File: src/sram_ctl_pkg.sv
package sram_ctl_pkg;

  // ----------------------------------------------------------------
  // Geometry
  // ----------------------------------------------------------------
  localparam int unsigned ADDR_W = 20;
  localparam int unsigned DATA_W = 8;

  // ----------------------------------------------------------------
  // Timing figures in ns and derived counts at 40 MHz
  // ----------------------------------------------------------------
  localparam int unsigned CLK_PERIOD_NS = 25;
  localparam int unsigned T_RC_NS       = 55;  // Read cycle and address access
  localparam int unsigned T_OE_NS       = 30;  // Output enable access
  localparam int unsigned T_OHZ_NS      = 20;  // Output disable to high-z
  localparam int unsigned T_AW_NS       = 50;  // Address valid to end of write
  localparam int unsigned T_CW_NS       = 50;  // Select to end of write
  localparam int unsigned T_WP_NS       = 45;  // Write pulse width
  localparam int unsigned T_DW_NS       = 25;  // Data to write overlap
  localparam int unsigned T_WHZ_NS      = 20;  // Write to output off

  // Least times round up; one extra cycle for read covers input sampling
  localparam int unsigned RD_CYC  = (T_RC_NS + CLK_PERIOD_NS - 1) / CLK_PERIOD_NS + 1;
  localparam int unsigned WR_BASE = (T_AW_NS > T_WHZ_NS + T_DW_NS) ? T_AW_NS : T_WHZ_NS + T_DW_NS;
  localparam int unsigned WR_CYC  = (WR_BASE + CLK_PERIOD_NS - 1) / CLK_PERIOD_NS;
  localparam int unsigned TA_CYC  = (T_OHZ_NS + CLK_PERIOD_NS - 1) / CLK_PERIOD_NS;
  localparam int unsigned CNT_W   = 3;

  // ----------------------------------------------------------------
  // Controller states, one-bit steps only on idle-setup, setup-read and write-recover
  // ----------------------------------------------------------------
  typedef enum logic [2:0] {
    ST_IDLE  = 3'h0,
    ST_SETUP = 3'h1,
    ST_RD    = 3'h3,
    ST_WR    = 3'h2,
    ST_TURN  = 3'h6
  } sct_state_type;

endpackage : sram_ctl_pkg

File: src/sct_sync2.sv
`timescale 1ns/1ps
// Two-stage synchroniser for pin inputs
module sct_sync2 #(
  parameter int unsigned W = 8
) (
  input  wire logic         clock,
  input  wire logic         srst,
  input  wire logic [W-1:0] din,
  output logic      [W-1:0] dout
);

  logic [W-1:0] meta_r;

  // ----------------------------------------------------------------
  // Stages
  // ----------------------------------------------------------------
  // First stage feeds only the second
  always_ff @(posedge clock) begin
    if (srst) begin
      meta_r <= '0;
      dout   <= '0;
    end else begin
      meta_r <= din;
      dout   <= meta_r;
    end
  end

endmodule : sct_sync2

File: src/sct_host.sv
`timescale 1ns/1ps
// What this block does
// - The host holds the write strobe high during every read.
// - The host changes the address only while the memory is deselected or the write strobe is high.
// - With output enable low in a strobe-ended write, the strobe outlasts turn-off plus data overlap.
// - The host never drives the data bus while the memory may be driving it.
// - The host presents the address no later than select activation and allows 55 ns access.
// - The host holds the write address at least 50 ns before the end of write.
// - The host holds both selects active at least 50 ns before the end of write.
// - The host deselects the memory no later than entering data retention.
module sct_host (
  input  wire logic                                 clock,
  input  wire logic                                 srst,
  // User side
  input  wire logic                                 req_valid,
  input  wire logic                                 req_write,
  input  wire logic [sram_ctl_pkg::ADDR_W-1:0]      req_addr,
  input  wire logic [sram_ctl_pkg::DATA_W-1:0]      req_wdata,
  output logic                                      req_ready,
  output logic                                      rd_valid,
  output logic      [sram_ctl_pkg::DATA_W-1:0]      rd_data,
  input  wire logic                                 retain_req,
  output logic                                      retain_ok,
  // Memory pins
  output logic      [sram_ctl_pkg::ADDR_W-1:0]      word_address,
  output logic                                      select_low_active_n,
  output logic                                      select_high_active,
  output logic                                      write_strobe_n,
  output logic                                      output_enable_n,
  input  wire logic [sram_ctl_pkg::DATA_W-1:0]      data_bus_in,
  output logic      [sram_ctl_pkg::DATA_W-1:0]      data_bus_out,
  output logic                                      data_bus_oe
);

  sram_ctl_pkg::sct_state_type state_r;
  sram_ctl_pkg::sct_state_type state_nxt;
  logic [sram_ctl_pkg::CNT_W-1:0] cnt_r;
  logic [sram_ctl_pkg::CNT_W-1:0] cnt_nxt;
  logic                           is_wr_r;
  logic [sram_ctl_pkg::DATA_W-1:0] bus_sync;

  // ----------------------------------------------------------------
  // Read data synchroniser
  // ----------------------------------------------------------------
  // Memory pins are not timed to clock, so two stages before use
  sct_sync2 #(.W(sram_ctl_pkg::DATA_W)) u_sync (
    .clock (clock),
    .srst  (srst),
    .din   (data_bus_in),
    .dout  (bus_sync)
  );

  // ----------------------------------------------------------------
  // Decode
  // ----------------------------------------------------------------
  wire logic cnt_done  = (cnt_r == '0);
  wire logic idle      = (state_r == sram_ctl_pkg::ST_IDLE);
  // Request accepted only while ready is shown to the user
  wire logic take      = idle && req_valid && req_ready && !retain_req;
  wire logic rd_finish = (state_r == sram_ctl_pkg::ST_RD) && cnt_done;
  wire logic wr_finish = (state_r == sram_ctl_pkg::ST_WR) && cnt_done;
  // Direction of the request taken now, else the one already held
  wire logic wr_cur    = take ? req_write : is_wr_r;
  // Loads are one less than the cycles spent in the state
  wire logic [sram_ctl_pkg::CNT_W-1:0] rd_load = sram_ctl_pkg::CNT_W'(sram_ctl_pkg::RD_CYC - 1);
  wire logic [sram_ctl_pkg::CNT_W-1:0] wr_load = sram_ctl_pkg::CNT_W'(sram_ctl_pkg::WR_CYC - 1);
  wire logic [sram_ctl_pkg::CNT_W-1:0] ta_load = sram_ctl_pkg::CNT_W'(sram_ctl_pkg::TA_CYC - 1);

  // Next state and counter
  always_comb begin
    state_nxt = state_r;
    cnt_nxt   = cnt_done ? cnt_r : cnt_r - 1'b1;
    case (state_r)
      sram_ctl_pkg::ST_IDLE: begin
        if (take) begin
          state_nxt = sram_ctl_pkg::ST_SETUP;
        end
      end
      sram_ctl_pkg::ST_SETUP: begin
        state_nxt = is_wr_r ? sram_ctl_pkg::ST_WR : sram_ctl_pkg::ST_RD;
        cnt_nxt   = is_wr_r ? wr_load : rd_load;
      end
      sram_ctl_pkg::ST_RD: begin
        if (rd_finish) begin
          state_nxt = sram_ctl_pkg::ST_TURN;
          cnt_nxt   = ta_load;
        end
      end
      sram_ctl_pkg::ST_WR: begin
        if (wr_finish) begin
          state_nxt = sram_ctl_pkg::ST_TURN;
          cnt_nxt   = '0;
        end
      end
      sram_ctl_pkg::ST_TURN: begin
        if (cnt_done) begin
          state_nxt = sram_ctl_pkg::ST_IDLE;
        end
      end
      default: begin
        state_nxt = sram_ctl_pkg::ST_IDLE;
        cnt_nxt   = '0;
      end
    endcase
  end

  // ----------------------------------------------------------------
  // Pin drive decode
  // ----------------------------------------------------------------
  // selects held through setup and strobe
  wire logic sel_nxt = (state_nxt == sram_ctl_pkg::ST_SETUP) || (state_nxt == sram_ctl_pkg::ST_RD)
                       || (state_nxt == sram_ctl_pkg::ST_WR);
  wire logic we_nxt  = (state_nxt == sram_ctl_pkg::ST_WR);
  // output enable kept high in writes
  wire logic oe_nxt  = (state_nxt == sram_ctl_pkg::ST_RD);
  // drive bus only in write path
  wire logic drv_nxt = wr_cur && ((state_nxt == sram_ctl_pkg::ST_SETUP) || we_nxt);

  // State registers
  // Direction is latched only when a request is taken
  always_ff @(posedge clock) begin
    if (srst) begin
      state_r <= sram_ctl_pkg::ST_IDLE;
      cnt_r   <= '0;
      is_wr_r <= 1'b0;
    end else begin
      state_r <= state_nxt;
      cnt_r   <= cnt_nxt;
      if (take) begin
        is_wr_r <= req_write;
      end
    end
  end

  // address loaded only while deselected
  // Write data loaded with the address so it is settled before the strobe
  always_ff @(posedge clock) begin
    if (srst) begin
      word_address <= '0;
      data_bus_out <= '0;
    end else if (take) begin
      word_address <= req_addr;
      data_bus_out <= req_wdata;
    end
  end

  // ----------------------------------------------------------------
  // Pin registers
  // ----------------------------------------------------------------
  // selects go active with the address, never before it
  always_ff @(posedge clock) begin
    if (srst) begin
      select_low_active_n <= 1'b1;
      select_high_active  <= 1'b0;
    end else begin
      select_low_active_n <= ~sel_nxt;
      select_high_active  <= sel_nxt;
    end
  end

  // Strobe and output enable, never low together
  always_ff @(posedge clock) begin
    if (srst) begin
      write_strobe_n  <= 1'b1;
      output_enable_n <= 1'b1;
    end else begin
      write_strobe_n  <= ~we_nxt;
      output_enable_n <= ~oe_nxt;
    end
  end

  // Host drive drops with the strobe's rise, so data hold is zero
  always_ff @(posedge clock) begin
    if (srst) begin
      data_bus_oe <= 1'b0;
    end else begin
      data_bus_oe <= drv_nxt;
    end
  end

  // ----------------------------------------------------------------
  // User handshake and read capture
  // ----------------------------------------------------------------
  // Ready when the next cycle is idle and no retention is asked
  always_ff @(posedge clock) begin
    if (srst) begin
      req_ready <= 1'b0;
    end else begin
      req_ready <= (state_nxt == sram_ctl_pkg::ST_IDLE) && !retain_req;
    end
  end

  // One-cycle pulse with the byte taken at the end of the read
  // Data stays until the next read so a slow user can still pick it up
  always_ff @(posedge clock) begin
    if (srst) begin
      rd_valid <= 1'b0;
      rd_data  <= '0;
    end else begin
      rd_valid <= rd_finish;
      if (rd_finish) begin
        rd_data <= bus_sync;
      end
    end
  end

  // granted only while parked and no request is being taken
  always_ff @(posedge clock) begin
    if (srst) begin
      retain_ok <= 1'b0;
    end else begin
      retain_ok <= retain_req && idle && !take;
    end
  end

endmodule : sct_host

File: config.mk
export PLATFORM = sky130hd
export DESIGN_NAME = sct_host
export DESIGN_NICKNAME = d
export VERILOG_FILES = /design/src/sram_ctl_pkg.sv /design/src/sct_sync2.sv /design/src/sct_host.sv
export SDC_FILE = /design/constraint.sdc
export NUM_CORES = 1
export LEC_CHECK = 0
export BUFFER_PORTS_ARGS = -buffer_cell sky130_fd_sc_hd__buf_2
export CAP_MARGIN = 30
export CORE_MARGIN = 10
export CORE_UTILIZATION = 40
export DETAILED_ROUTE_END_ITERATION = 8
export GPL_TIMING_DRIVEN = 0
export PLACE_DENSITY = 0.65
export SLEW_MARGIN = 15
export SYNTH_ARGS = -nofsm -noshare
export SYNTH_HDL_FRONTEND = slang
export SYNTH_SLANG_ARGS = --single-unit
export TNS_END_PERCENT = 1
File: constraint.sdc
create_clock -name clock -period 5 [get_ports clock]
set_input_delay 0.5 -clock clock [delete_from_list [all_inputs] [get_ports clock]]
set_output_delay 0.5 -clock clock [all_outputs]
set_load 0.03 [all_outputs]
==> Yosys cells after proc, flatten, opt, wreduce, memory -nomap -nowiden <==
Index checks and enable logic that the tools add are counted.
{ "word_totals": {"reg_bits": 67, "word_cells": 57, "input_bits": 41} }
{ "op_classes": {"muxes": 12, "addsub": 1, "reduce_logical": 18, "eq_ne": 7, "bitwise_logic": 3} }
{ "op_table": {"columns": ["cell", "count"], "rows": [
  ["$mux 3", 7],
  ["$pmux 3 s5", 1],
  ["$eq 3x2->1 const B", 4],
  ["$pmux 3 s4", 1],
  ["$logic_and 1x1->1", 9],
  ["$logic_not 3->1", 3],
  ["$eq 3x1->1 const B", 2],
  ["$eq 3x3->1 const B", 1],
  ["$logic_or 1x1->1", 3],
  ["$not 1->1", 3],
  ["$sub 3x1->3 const B", 1],
  ["$logic_not 1->1", 2],
  ["$mux 1", 2],
  ["$mux 2", 1],
  ["$reduce_or 2->1", 1]
]} }

==> Longest topological paths before layout <==
Gate-level depths: netlist (run 1).
{ "depth": {"depth_word": 10, "ltp_mapped": 8} }

==> Hierarchy <==
From an unflattened synthesis (run 1), not the netlist that was laid out.
{ "unflattened": {"cells_unflattened": 252, "hier_area_um2": 2369.8} }
{ "modules_own_cells": {"columns": ["mod", "n_inst", "cells_each", "seq_area_each_um2", "area_per_inst_um2"], "rows": [
  ["sct_host", 1, 219, 1021.0, 1905.6],
  ["sct_sync2", 1, 33, 320.3, 464.2]
]} }

==> Least setup slack after synthesis (run 1) <==
OpenSTA, ideal clock, no wires.
{ "synth_path": {"kind": "flip-flop to flip-flop", "from": "register cnt_r[0] (netlist bit)", "to": "register cnt_r[1] (netlist bit)", "setup_slack_ns": 3.386, "setup_time_ns": 0.091, "path_stages_with_launch": 7, "t_arrival_ns": 1.523, "path_cell_list": "dfxtp_1 inv_1 ha_1 nor2b_1 buf_2 or4b_1 a311oi_1"} }
{ "synth_via": {"elab_chain_len": 4} }
{ "synth_rtl": {"columns": ["item", "line", "source"], "rows": [
  ["from (decl)", "sct_host.sv:37", "logic [sram_ctl_pkg::CNT_W-1:0] cnt_r;"],
  ["from (signal assigned)", "sct_host.sv:128", "cnt_r <= cnt_nxt;"],
  ["$sub 3x1->3 / $logic_not 3->1 (equally long branches)", "sct_host.sv:72, sct_host.sv:56", null],
  ["$mux 3 (tied with other cells)", "sct_host.sv:72", "cnt_nxt = cnt_done ? cnt_r : cnt_r - 1'b1;"],
  ["$mux 3 (on tied branches)", "sct_host.sv:90, sct_host.sv:84", null],
  ["$pmux 3 s4 *", "sct_host.sv:73", "case (state_r)"]
]} }
Every way passes the cells marked *; elsewhere a longest branch is shown, timed or not.
A chain may end at the register's enable or synchronous reset.

==> Worst setup path after layout (run 1) <==
Same ends and word-level chain as after synthesis.

==> reports/summary.txt, run 1 <==
Synth top cells by count - dfxtp_1 (67), nand2_1 (66), a21oi_1 (31)
Row Count - 27
Vias/cell - 4.68
DP Area - 2860 um2
Layout cells sized above 1 - 32.0%
Post-CTS Resized - 0
Total leakage power - 1.41 nW
Footprint of the multi-input gates - 920 um2
Power Total - 1.28 mW
Hold_buf cts - 0
Syn Area/Cell - 9.17 um2
Ports - 85
Max cap viols - 0
Crit Reg-Reg Startpoint - cnt_r[0]
Relative slew margins - 60.8%
Num CTS Buffers - 9
Cell taking the most area after synthesis - dfxtp_1
Cells after DPL - 412
Mapped Cells - 257
Min-Delay Path Depth - 2
Initial antenna violation count - 0
Max FO, Critical Path - 10
Synth-to-Final Area Change - 31.9%
DIE WIDTH - 96.8 um
Setup CP Type - reg -> reg
Largest net degree at the start of global routing - 12
CP arrival - 2.02 ns
Register area share after synthesis - 56.9%
H-tree depth - 3
Worst-skew pair later-pin latency - 0.34 ns
Non-filler cells, final - 428
Clock root buffer - clkbuf_8
Longest Clk Path Bufs - 2
Run status - finished, final reports clean
Hold crit path type - in -> reg
Total GRT Usage - 12.3%
CP required - 5.24 ns
Port-buffer cells - 83
Seq. cell area - 1340 um2
Core region area - 5610 um2
Synthesis Warnings - 0
Ys async rst share - 0%
Final setup skew - 0.00652 ns
Die area - 9360 um2
Via count - 2,002
Global-route wire length before repair - 9.51 mm
Final hold vios - 0
Share of the synthesized area in the top cell type - 56.9%
Setup TNS - 0 ns
Endpoints failing setup - 0
Mapped cell area - 2360 um2
Initial DRT Pass Iterations - 4
Wire per inst - 13.8 um
Minimum clock period - 1.78 ns
Ranking of synthesized cells by area - dfxtp_1 (57%), nand2_1 (11%), a21oi_1 (6.6%)
Vias in the first global route - 1,906
CTS Sinks - 67
Hold endpoint - u_sync.meta_r[7]
Worst vdd ir - 204 uV
Layout net count - 394
Reg2reg end - cnt_r[1]
DP HPWL - 4.40 mm
CTS tree - yes
CTS clock-pin slew for the worst setup and hold paths - 0.07 ns
Synth cell types - 33
Most common cell in the netlist - dfxtp_1
Fillers - 532
RSZ-0062 raised after global routing - no
ANT cells - 0
Worst Setup End Kind - flip-flop
Starting Density - 42.0%
Post-Route Utilization - 55.4%
Post CTS Setup Buffer Count - 0
Post-synth EDFFs - 0
Synth Register Bits - 67
CP Launch Type - flip-flop
Fmax achieved - 562 MHz
Pwr per Cell Area - 412 nW/um2
GPL Wtd Cong - 0.788
DRC Markers - 0
Synth Flop Type - dfxtp_1
Final Cell Area - 3110 um2
Die height - 96.8 um
Total wire length - 5.89 mm
Final ANT Viol Nets - 0
Total congestion overflow - 0
Synth Net Count - 300
Reg2Reg Setup Slack - 3.22 ns
Final Max Tran Viols - 0
Initial drt markers - 64
Final worst-path cycle share - 35.6%
Hold_sp - data_bus_in[7]
R2r worst-path depth - 6
Slew @ Worst Pin - 0.573 ns
worst max path at each step:
stage,cells past startpoint,slack [ns],start,end
after CTS,6,3.21,cnt_r[0],cnt_r[1]
after floorplan,6,3.39,cnt_r[0],cnt_r[1]
after global placement,6,3.25,cnt_r[0],cnt_r[1]
final,6,3.22,cnt_r[0],cnt_r[1]
after detailed placement,6,3.25,cnt_r[0],cnt_r[1]
after global routing,6,3.06,cnt_r[0],output_enable_n
state kept, by name, summed over array words and instances, names as in the netlist, 3 cells and up:
register,flops
rd_data,8
u_sync.dout,8
word_address,20
u_sync.meta_r,8
state_r,3
cnt_r,3
data_bus_out,8
layout by cell type (no fill, tap or decap), drive strengths merged, types with 3 or more instances in the layout:
cell	netlist	final
nand2b	5	5
mux2i	9	9
nand3b	3	3
dfxtp	67	67
nor2	13	13
a21oi	31	31
nand2	66	66
buf	11	94
clkbuf	7	20
nor3	3	3
nor2b	18	18
per-stage QoR:
| stage | hold slack [ns] | setup WS (ns) |
|---|---|---|
| after CTS | 0.352 | 3.21 |
| after floorplan | 0.414 | 3.39 |
| after global routing | 0.359 | 3.06 |
| final | 0.361 | 3.22 |
| after global placement | 0.415 | 3.25 |
| after detailed placement | 0.428 | 3.25 |
cell type report:
cell class | count | share of cell area, %
flip-flops and latches | 67 | 43.1
multi-input cells | 170 | 29.6
repair buffers | 83 | 13.4
clock buffers | 13 | 5.75
well taps | 72 | 2.90
plain buffers | 18 | 2.86
clock inverters | 3 | 2.17
inverters | 2 | 0.241
power breakdown:
part / leakage [nW] / total, mW / internal [mW] / switching [mW]
Clock: 0.122 / 0.533 / 0.335 / 0.198
Combinational: 0.738 / 0.175 / 0.0759 / 0.0992
Sequential: 0.546 / 0.572 / 0.560 / 0.0124
critical path, stage by stage, from the launching register on:
cell	delay, ns
dfxtp_1	0.36
inv_1	0.07
ha_1	0.19
nor2b_1	0.12
buf_2	0.18
or4b_1	0.51
a311oi_1	0.25
routing by layer:
layer,part of all wire (%),wire length [um],vias up,global-route usage (%)
met4,2.0,118,0,6.76
met3,4.9,290,14,3.48
met2,50,2970,57,20.4
met5,0,0,-,0
li1,-,-,1024,-
met1,43,2510,907,13.9
cells by family after synthesis:
logic type	count (synthesis)	share of synthesized area, %
compound gates	38	8.76
simple gates	119	24.6
flops	67	56.9
xor+xnor	2	0.743
buf+inv	20	4.09
fa+ha+maj	2	1.06
mux	9	3.82
Power figures use the tool's default switching activity.
==> run 2: changes to the inputs <==
clock period = 1.8 ns   (was 5 ns; I/O delays follow)
==> reports/summary.txt, run 2 (synthesis results as in run 1) <==
CP cell instances - inv_1, ha_1, nor2b_4, or4b_1, a311oi_2
GPL Wtd Cong - 0.788 (unchanged)
Setup TNS - 0 ns (unchanged)
Max FO, Critical Path - 10 (unchanged)
Core region area - 5610 um2 (unchanged)
Placement Setup Slack - 0.0518 ns (-3.20 ns)
Final hold vios - 0 (unchanged)
Max cap viols - 0 (unchanged)
DIE WIDTH - 96.8 um (unchanged)
Clock root buffer - clkbuf_8
Final worst-path cycle share - 91.5% (+56 points)
Endpoints failing setup - 0 (unchanged)
Initial drt markers - 84 (+31%)
Worst vdd ir - 566 uV (+180%)
Total congestion overflow - 0 (unchanged)
Worst-skew pair later-pin latency - 0.34 ns (about the same)
Relative slew margins - 66.0% (+5.2 points)
Run status - finished, final reports clean
DP Area - 2860 um2 (unchanged)
Largest register by flop count - word_address
CP required - 2.04 ns (-3.20 ns)
Longest Clk Path Bufs - 2 (unchanged)
RSZ-0062 raised after global routing - no
Max incr delay on CP - 0.52 ns (about the same)
Largest net degree at the start of global routing - 12 (unchanged)
Most frequent cells in the layout - buf_2 (90), dfxtp_1 (67), nand2_1 (66)
H-tree depth - 3 (unchanged)
Post-Route Utilization - 55.6% (+0.18 points)
Min-Delay Path Depth - 2 (unchanged)
CP arrival - 1.89 ns (-0.13 ns)
Slew @ Worst Pin - 0.509 ns (-0.0635 ns)
CTS tree - yes
Final Max Tran Viols - 0 (unchanged)
Via count - 2,008 (+0.30%)
Die height - 96.8 um (unchanged)
Final ANT Viol Nets - 0 (unchanged)
DRC Markers - 0 (unchanged)
Global-route wire length before repair - 9.51 mm (unchanged)
Slowest stage cell, crit path - or4b_1
Starting Density - 42.0% (unchanged)
CTS clock-pin slew for the worst setup and hold paths - 0.07 ns (about the same)
Layout net count - 393 (-0.25%)
Total GRT Usage - 12.3% (unchanged)
CP Launch Type - flip-flop
Row Count - 27 (unchanged)
Worst Setup End Kind - flip-flop
Commonest non-fill, non-tap cell in the layout - buf_2
Setup CP Type - reg -> reg
Synth-to-Final Area Change - 32.3%
Initial DRT Pass Iterations - 4 (unchanged)
Non-filler cells, final - 427 (-0.23%)
Hold crit path type - in -> reg
Wire per inst - 13.8 um (+0.54%)
Pwr per Cell Area - 1150 nW/um2 (+180%)
Hold endpoint - u_sync.meta_r[7]
CTS Sinks - 67 (unchanged)
Num CTS Buffers - 9 (unchanged)
Fmax achieved - 607 MHz (+8.1%)
Total leakage power - 1.41 nW (+0.30%)
Reg2reg end - cnt_r[1]
Crit path buf inv count - 1 (-1)
Layout cells sized above 1 - 32.4% (+0.37 points)
Port-buffer cells - 83 (unchanged)
Ports - 85 (unchanged)
Initial antenna violation count - 0 (unchanged)
Hold_ws - 0.0425 ns (-0.319 ns)
Vias in the first global route - 1,906 (unchanged)
ANT cells - 0 (unchanged)
Die area - 9360 um2 (unchanged)
Hold_sp - data_bus_in[7]
Crit Reg-Reg Startpoint - cnt_r[0]
R2r worst-path depth - 5 (-1)
DP HPWL - 4.40 mm (unchanged)
Power Total - 3.58 mW (+180%)
Final setup margin - 0.154 ns (-3.07 ns)
Max reg flops - 20 (unchanged)
Vias/cell - 4.70 (+0.53%)
Cells after DPL - 412 (unchanged)
Total wire length - 5.91 mm (+0.31%)
Final setup skew - 0.00650 ns (-0.0000125 ns)
Minimum clock period - 1.65 ns (-0.134 ns)
Crit path max-delay family - simple AND/OR/NAND/NOR gates
Reg2Reg Setup Slack - 0.15 ns (-3.07 ns)
Final Cell Area - 3120 um2 (+0.32%)
==> run 2: cell count changes in the layout (fill, tap and decap cells not counted) <==
cell       before  now
a2111oi_0       1    0
a2111oi_1       0    1
a311oi_1        1    0
a311oi_2        0    1
buf_2          91   90
nor2b_1        18   17
nor2b_4         0    1
==> run 2: cell type report <==
class / instances / area, um2
fill: 528 / 2490
buffer: 17 / 83.8
multi-input combinational: 170 / 935
inverter: 2 / 7.51
timing repair buffer: 83 / 415
sequential: 67 / 1340
clock buffer: 13 / 179
clock inverter: 3 / 67.6
tap: 72 / 90.1
==> run 2: worst max-delay path by stage <==
stage | cells after the start | to | slack (ns) | startpoint
4_1_cts | 6 | cnt_r[1] | 0.008 | cnt_r[0]
3_3_place_gp | 6 | cnt_r[1] | 0.05 | cnt_r[0]
6_report | 5 | cnt_r[1] | 0.15 | cnt_r[0]
2_1_floorplan | 6 | cnt_r[1] | 0.19 | cnt_r[0]
5_1_grt | 6 | rd_data[2] | 0.05 | state_r[2]
3_5_place_dp | 6 | cnt_r[1] | 0.05 | cnt_r[0]
==> run 2: metal layers <==
metal	part of all wire [%]	wire length (um)	GRT usage [%]
met1	43	2530	13.9
met2	50	2970	20.4
met3	5.0	293	3.48
met4	2.0	119	6.76
met5	0	0	0
==> run 2: repair_timing <==
action	4_1_cts	5_1_grt
endpoints found under the setup margin	0	6
hold buffers	0	0
setup buffers	0	0
resized for setup	0	4
==> run 2: power breakdown <==
group	internal [mW]	switching, mW
sequential	1.56	0.0401
clock	0.931	0.548
combinational	0.223	0.280
==> run 3: changes to the inputs <==
PLACE_DENSITY = 0.67   (was 0.65)
clock period = 1.4 ns   (was 1.8 ns; I/O delays follow)
==> reports/summary.txt, run 3 (synthesis results as in run 1) <==
Core region area - 5610 um2 (unchanged)
DIE WIDTH - 96.8 um (unchanged)
Final Cell Area - 3310 um2 (+6.1%)
Global-route wire length before repair - 9.32 mm (-2.0%)
GPL Wtd Cong - 0.746 (-5.4%)
Starting Density - 42.0% (unchanged)
Crit path max-delay family - simple AND/OR/NAND/NOR gates
CP required - 1.68 ns (-0.36 ns)
Final worst-path cycle share - 111% (+20 points)
CP arrival - 1.84 ns (-0.05 ns)
Port-buffer cells - 83 (unchanged)
Max FO, Critical Path - 10 (unchanged)
Initial drt markers - 55 (-35%)
Non-filler cells, final - 440 (+3.0%)
Total congestion overflow - 0 (unchanged)
Reg2Reg Setup Slack - -0.15 ns (-0.31 ns)
Initial DRT Pass Iterations - 4 (unchanged)
Worst Setup End Kind - flip-flop
Total GRT Usage - 12.3% (+0.027 points)
Run status - finished, violations left
Layout net count - 406 (+3.3%)
Die area - 9360 um2 (unchanged)
GR met1 Demand/Resource - 14.0% (+0.17 points)
Num CTS Buffers - 9 (unchanged)
Vias in the first global route - 1,830 (-4.0%)
CTS clock-pin slew for the worst setup and hold paths - 0.07 ns (about the same)
Pwr per Cell Area - 1450 nW/um2 (+27%)
Final ANT Viol Nets - 0 (unchanged)
Largest register by flop count - word_address
Final hold vios - 0 (unchanged)
Worst-skew pair later-pin latency - 0.34 ns (about the same)
ANT cells - 0 (unchanged)
Failing checks - setup timing
Relative slew margins - 66.9% (+0.91 points)
Power Total - 4.80 mW (+34%)
Via count - 1,995 (-0.65%)
Longest Clk Path Bufs - 2 (unchanged)
Final setup margin - -0.154 ns (-0.308 ns)
Fillers - 528 (unchanged)
Largest net degree at the start of global routing - 12 (unchanged)
Crit path buf inv count - 1 (unchanged)
Die height - 96.8 um (unchanged)
Fmax achieved - 643 MHz (+5.9%)
Hold_sp - data_bus_in[7]
DP HPWL - 4.29 mm (-2.6%)
Hold crit path type - in -> reg
Wire per inst - 13.4 um (-3.1%)
Slew @ Worst Pin - 0.496 ns (-0.0136 ns)
Final Max Tran Viols - 0 (unchanged)
Most Crowded Layer GR - met2
Total wire length - 5.91 mm (-0.12%)
Layout cells sized above 1 - 38.6% (+6.2 points)
Endpoints failing setup - 37 (+37)
CTS tree - yes
Hold_ws - 0.00669 ns (-0.0358 ns)
R2r worst-path depth - 5 (unchanged)
Minimum clock period - 1.55 ns (-0.0923 ns)
DRC Markers - 0 (unchanged)
Clock root buffer - clkbuf_8
CP cell instances - or2_4, or4_4, buf_6, o21ai_2, and2_1
RSZ-0062 raised after global routing - yes
Min-Delay Path Depth - 2 (unchanged)
Crit Reg-Reg Startpoint - state_r[1]
H-tree depth - 3 (unchanged)
Met2 Resource Use GR - 19.9% (-0.51 points)
Commonest non-fill, non-tap cell in the layout - buf_2
Total leakage power - 1.48 nW (+5.0%)
Initial antenna violation count - 0 (unchanged)
Cells after DPL - 412 (unchanged)
Max reg flops - 20 (unchanged)
Hold endpoint - u_sync.meta_r[7]
Setup TNS - -4.68 ns (-4.68 ns)
Slowest stage cell, crit path - or4_4
Reg2reg end - select_high_active
Max incr delay on CP - 0.52 ns (about the same)
Worst vdd ir - 858 uV (+51%)
CP Launch Type - flip-flop
CTS Sinks - 67 (unchanged)
Row Count - 27 (unchanged)
Vias/cell - 4.53 (-3.6%)
Ports - 85 (unchanged)
Max cap viols - 0 (unchanged)
Most frequent cells in the layout - buf_2 (84), nand2_1 (65), dfxtp_1 (64)
Setup CP Type - reg -> reg
Grt met3 use - 4.26% (+0.78 points)
DP Area - 2870 um2 (about the same)
Synth-to-Final Area Change - 40.4%
Final setup skew - 0.00660 ns (+0.0000982 ns)
==> run 3: worst max path at each step <==
| stage | from | to | slack [ns] | cells past startpoint |
|---|---|---|---|---|
| after floorplan | cnt_r[0] | cnt_r[1] | -0.21 | 6 |
| after global placement | cnt_r[0] | cnt_r[1] | -0.31 | 6 |
| after detailed placement | cnt_r[0] | cnt_r[1] | -0.33 | 6 |
| after CTS | cnt_r[0] | cnt_r[1] | -0.19 | 5 |
| after global routing | state_r[1] | word_address[6] | -0.21 | 5 |
| final | state_r[1] | select_high_active | -0.15 | 5 |
==> run 3: stage by stage <==
step | utilization (%) | worst slack [ns]
global placement | 51.1 | -0.310
detailed placement | 51.1 | -0.328
floorplan | - | -0.209
global route | 59.0 | -0.212
finish | 59.0 | -0.154
CTS | 57.3 | -0.190
==> run 3: report_power, final <==
part           total, mW  switching [mW]  internal [mW]
Sequential          2.06          0.0555           2.00
Combinational      0.943           0.446          0.498
Clock               1.80           0.703           1.10
Total               4.80            1.20           3.60
==> run 3: repair_timing <==
| item | CTS | global route |
|---|---|---|
| endpoints found under the setup margin | 47 | 47 |
| pin swaps | 22 | 4 |
| hold endpoints to repair | 2 | 0 |
| hold buffers | 2 | 0 |
| setup buffers | 8 | 3 |
| resized for setup | 17 | 19 |
==> run 3: layout make-up <==
class                      instances  area (um2)  share of cell area, %
sequential                        67        1350                   40.6
multi-input combinational        170         995                   30.1
timing repair buffer              96         522                   15.8
clock buffer                      12         155                   4.69
buffer                            17         123                   3.71
tap                               72        90.1                   2.72
clock inverter                     4        72.6                   2.19
inverter                           2        7.51                  0.227
==> run 3: layer usage <==
layer  part of all wire [%]  routed length (um)
met1                     43                2520
met2                     50                2960
met3                    5.4                 317
met4                    1.8                 108
met5                      0                   0
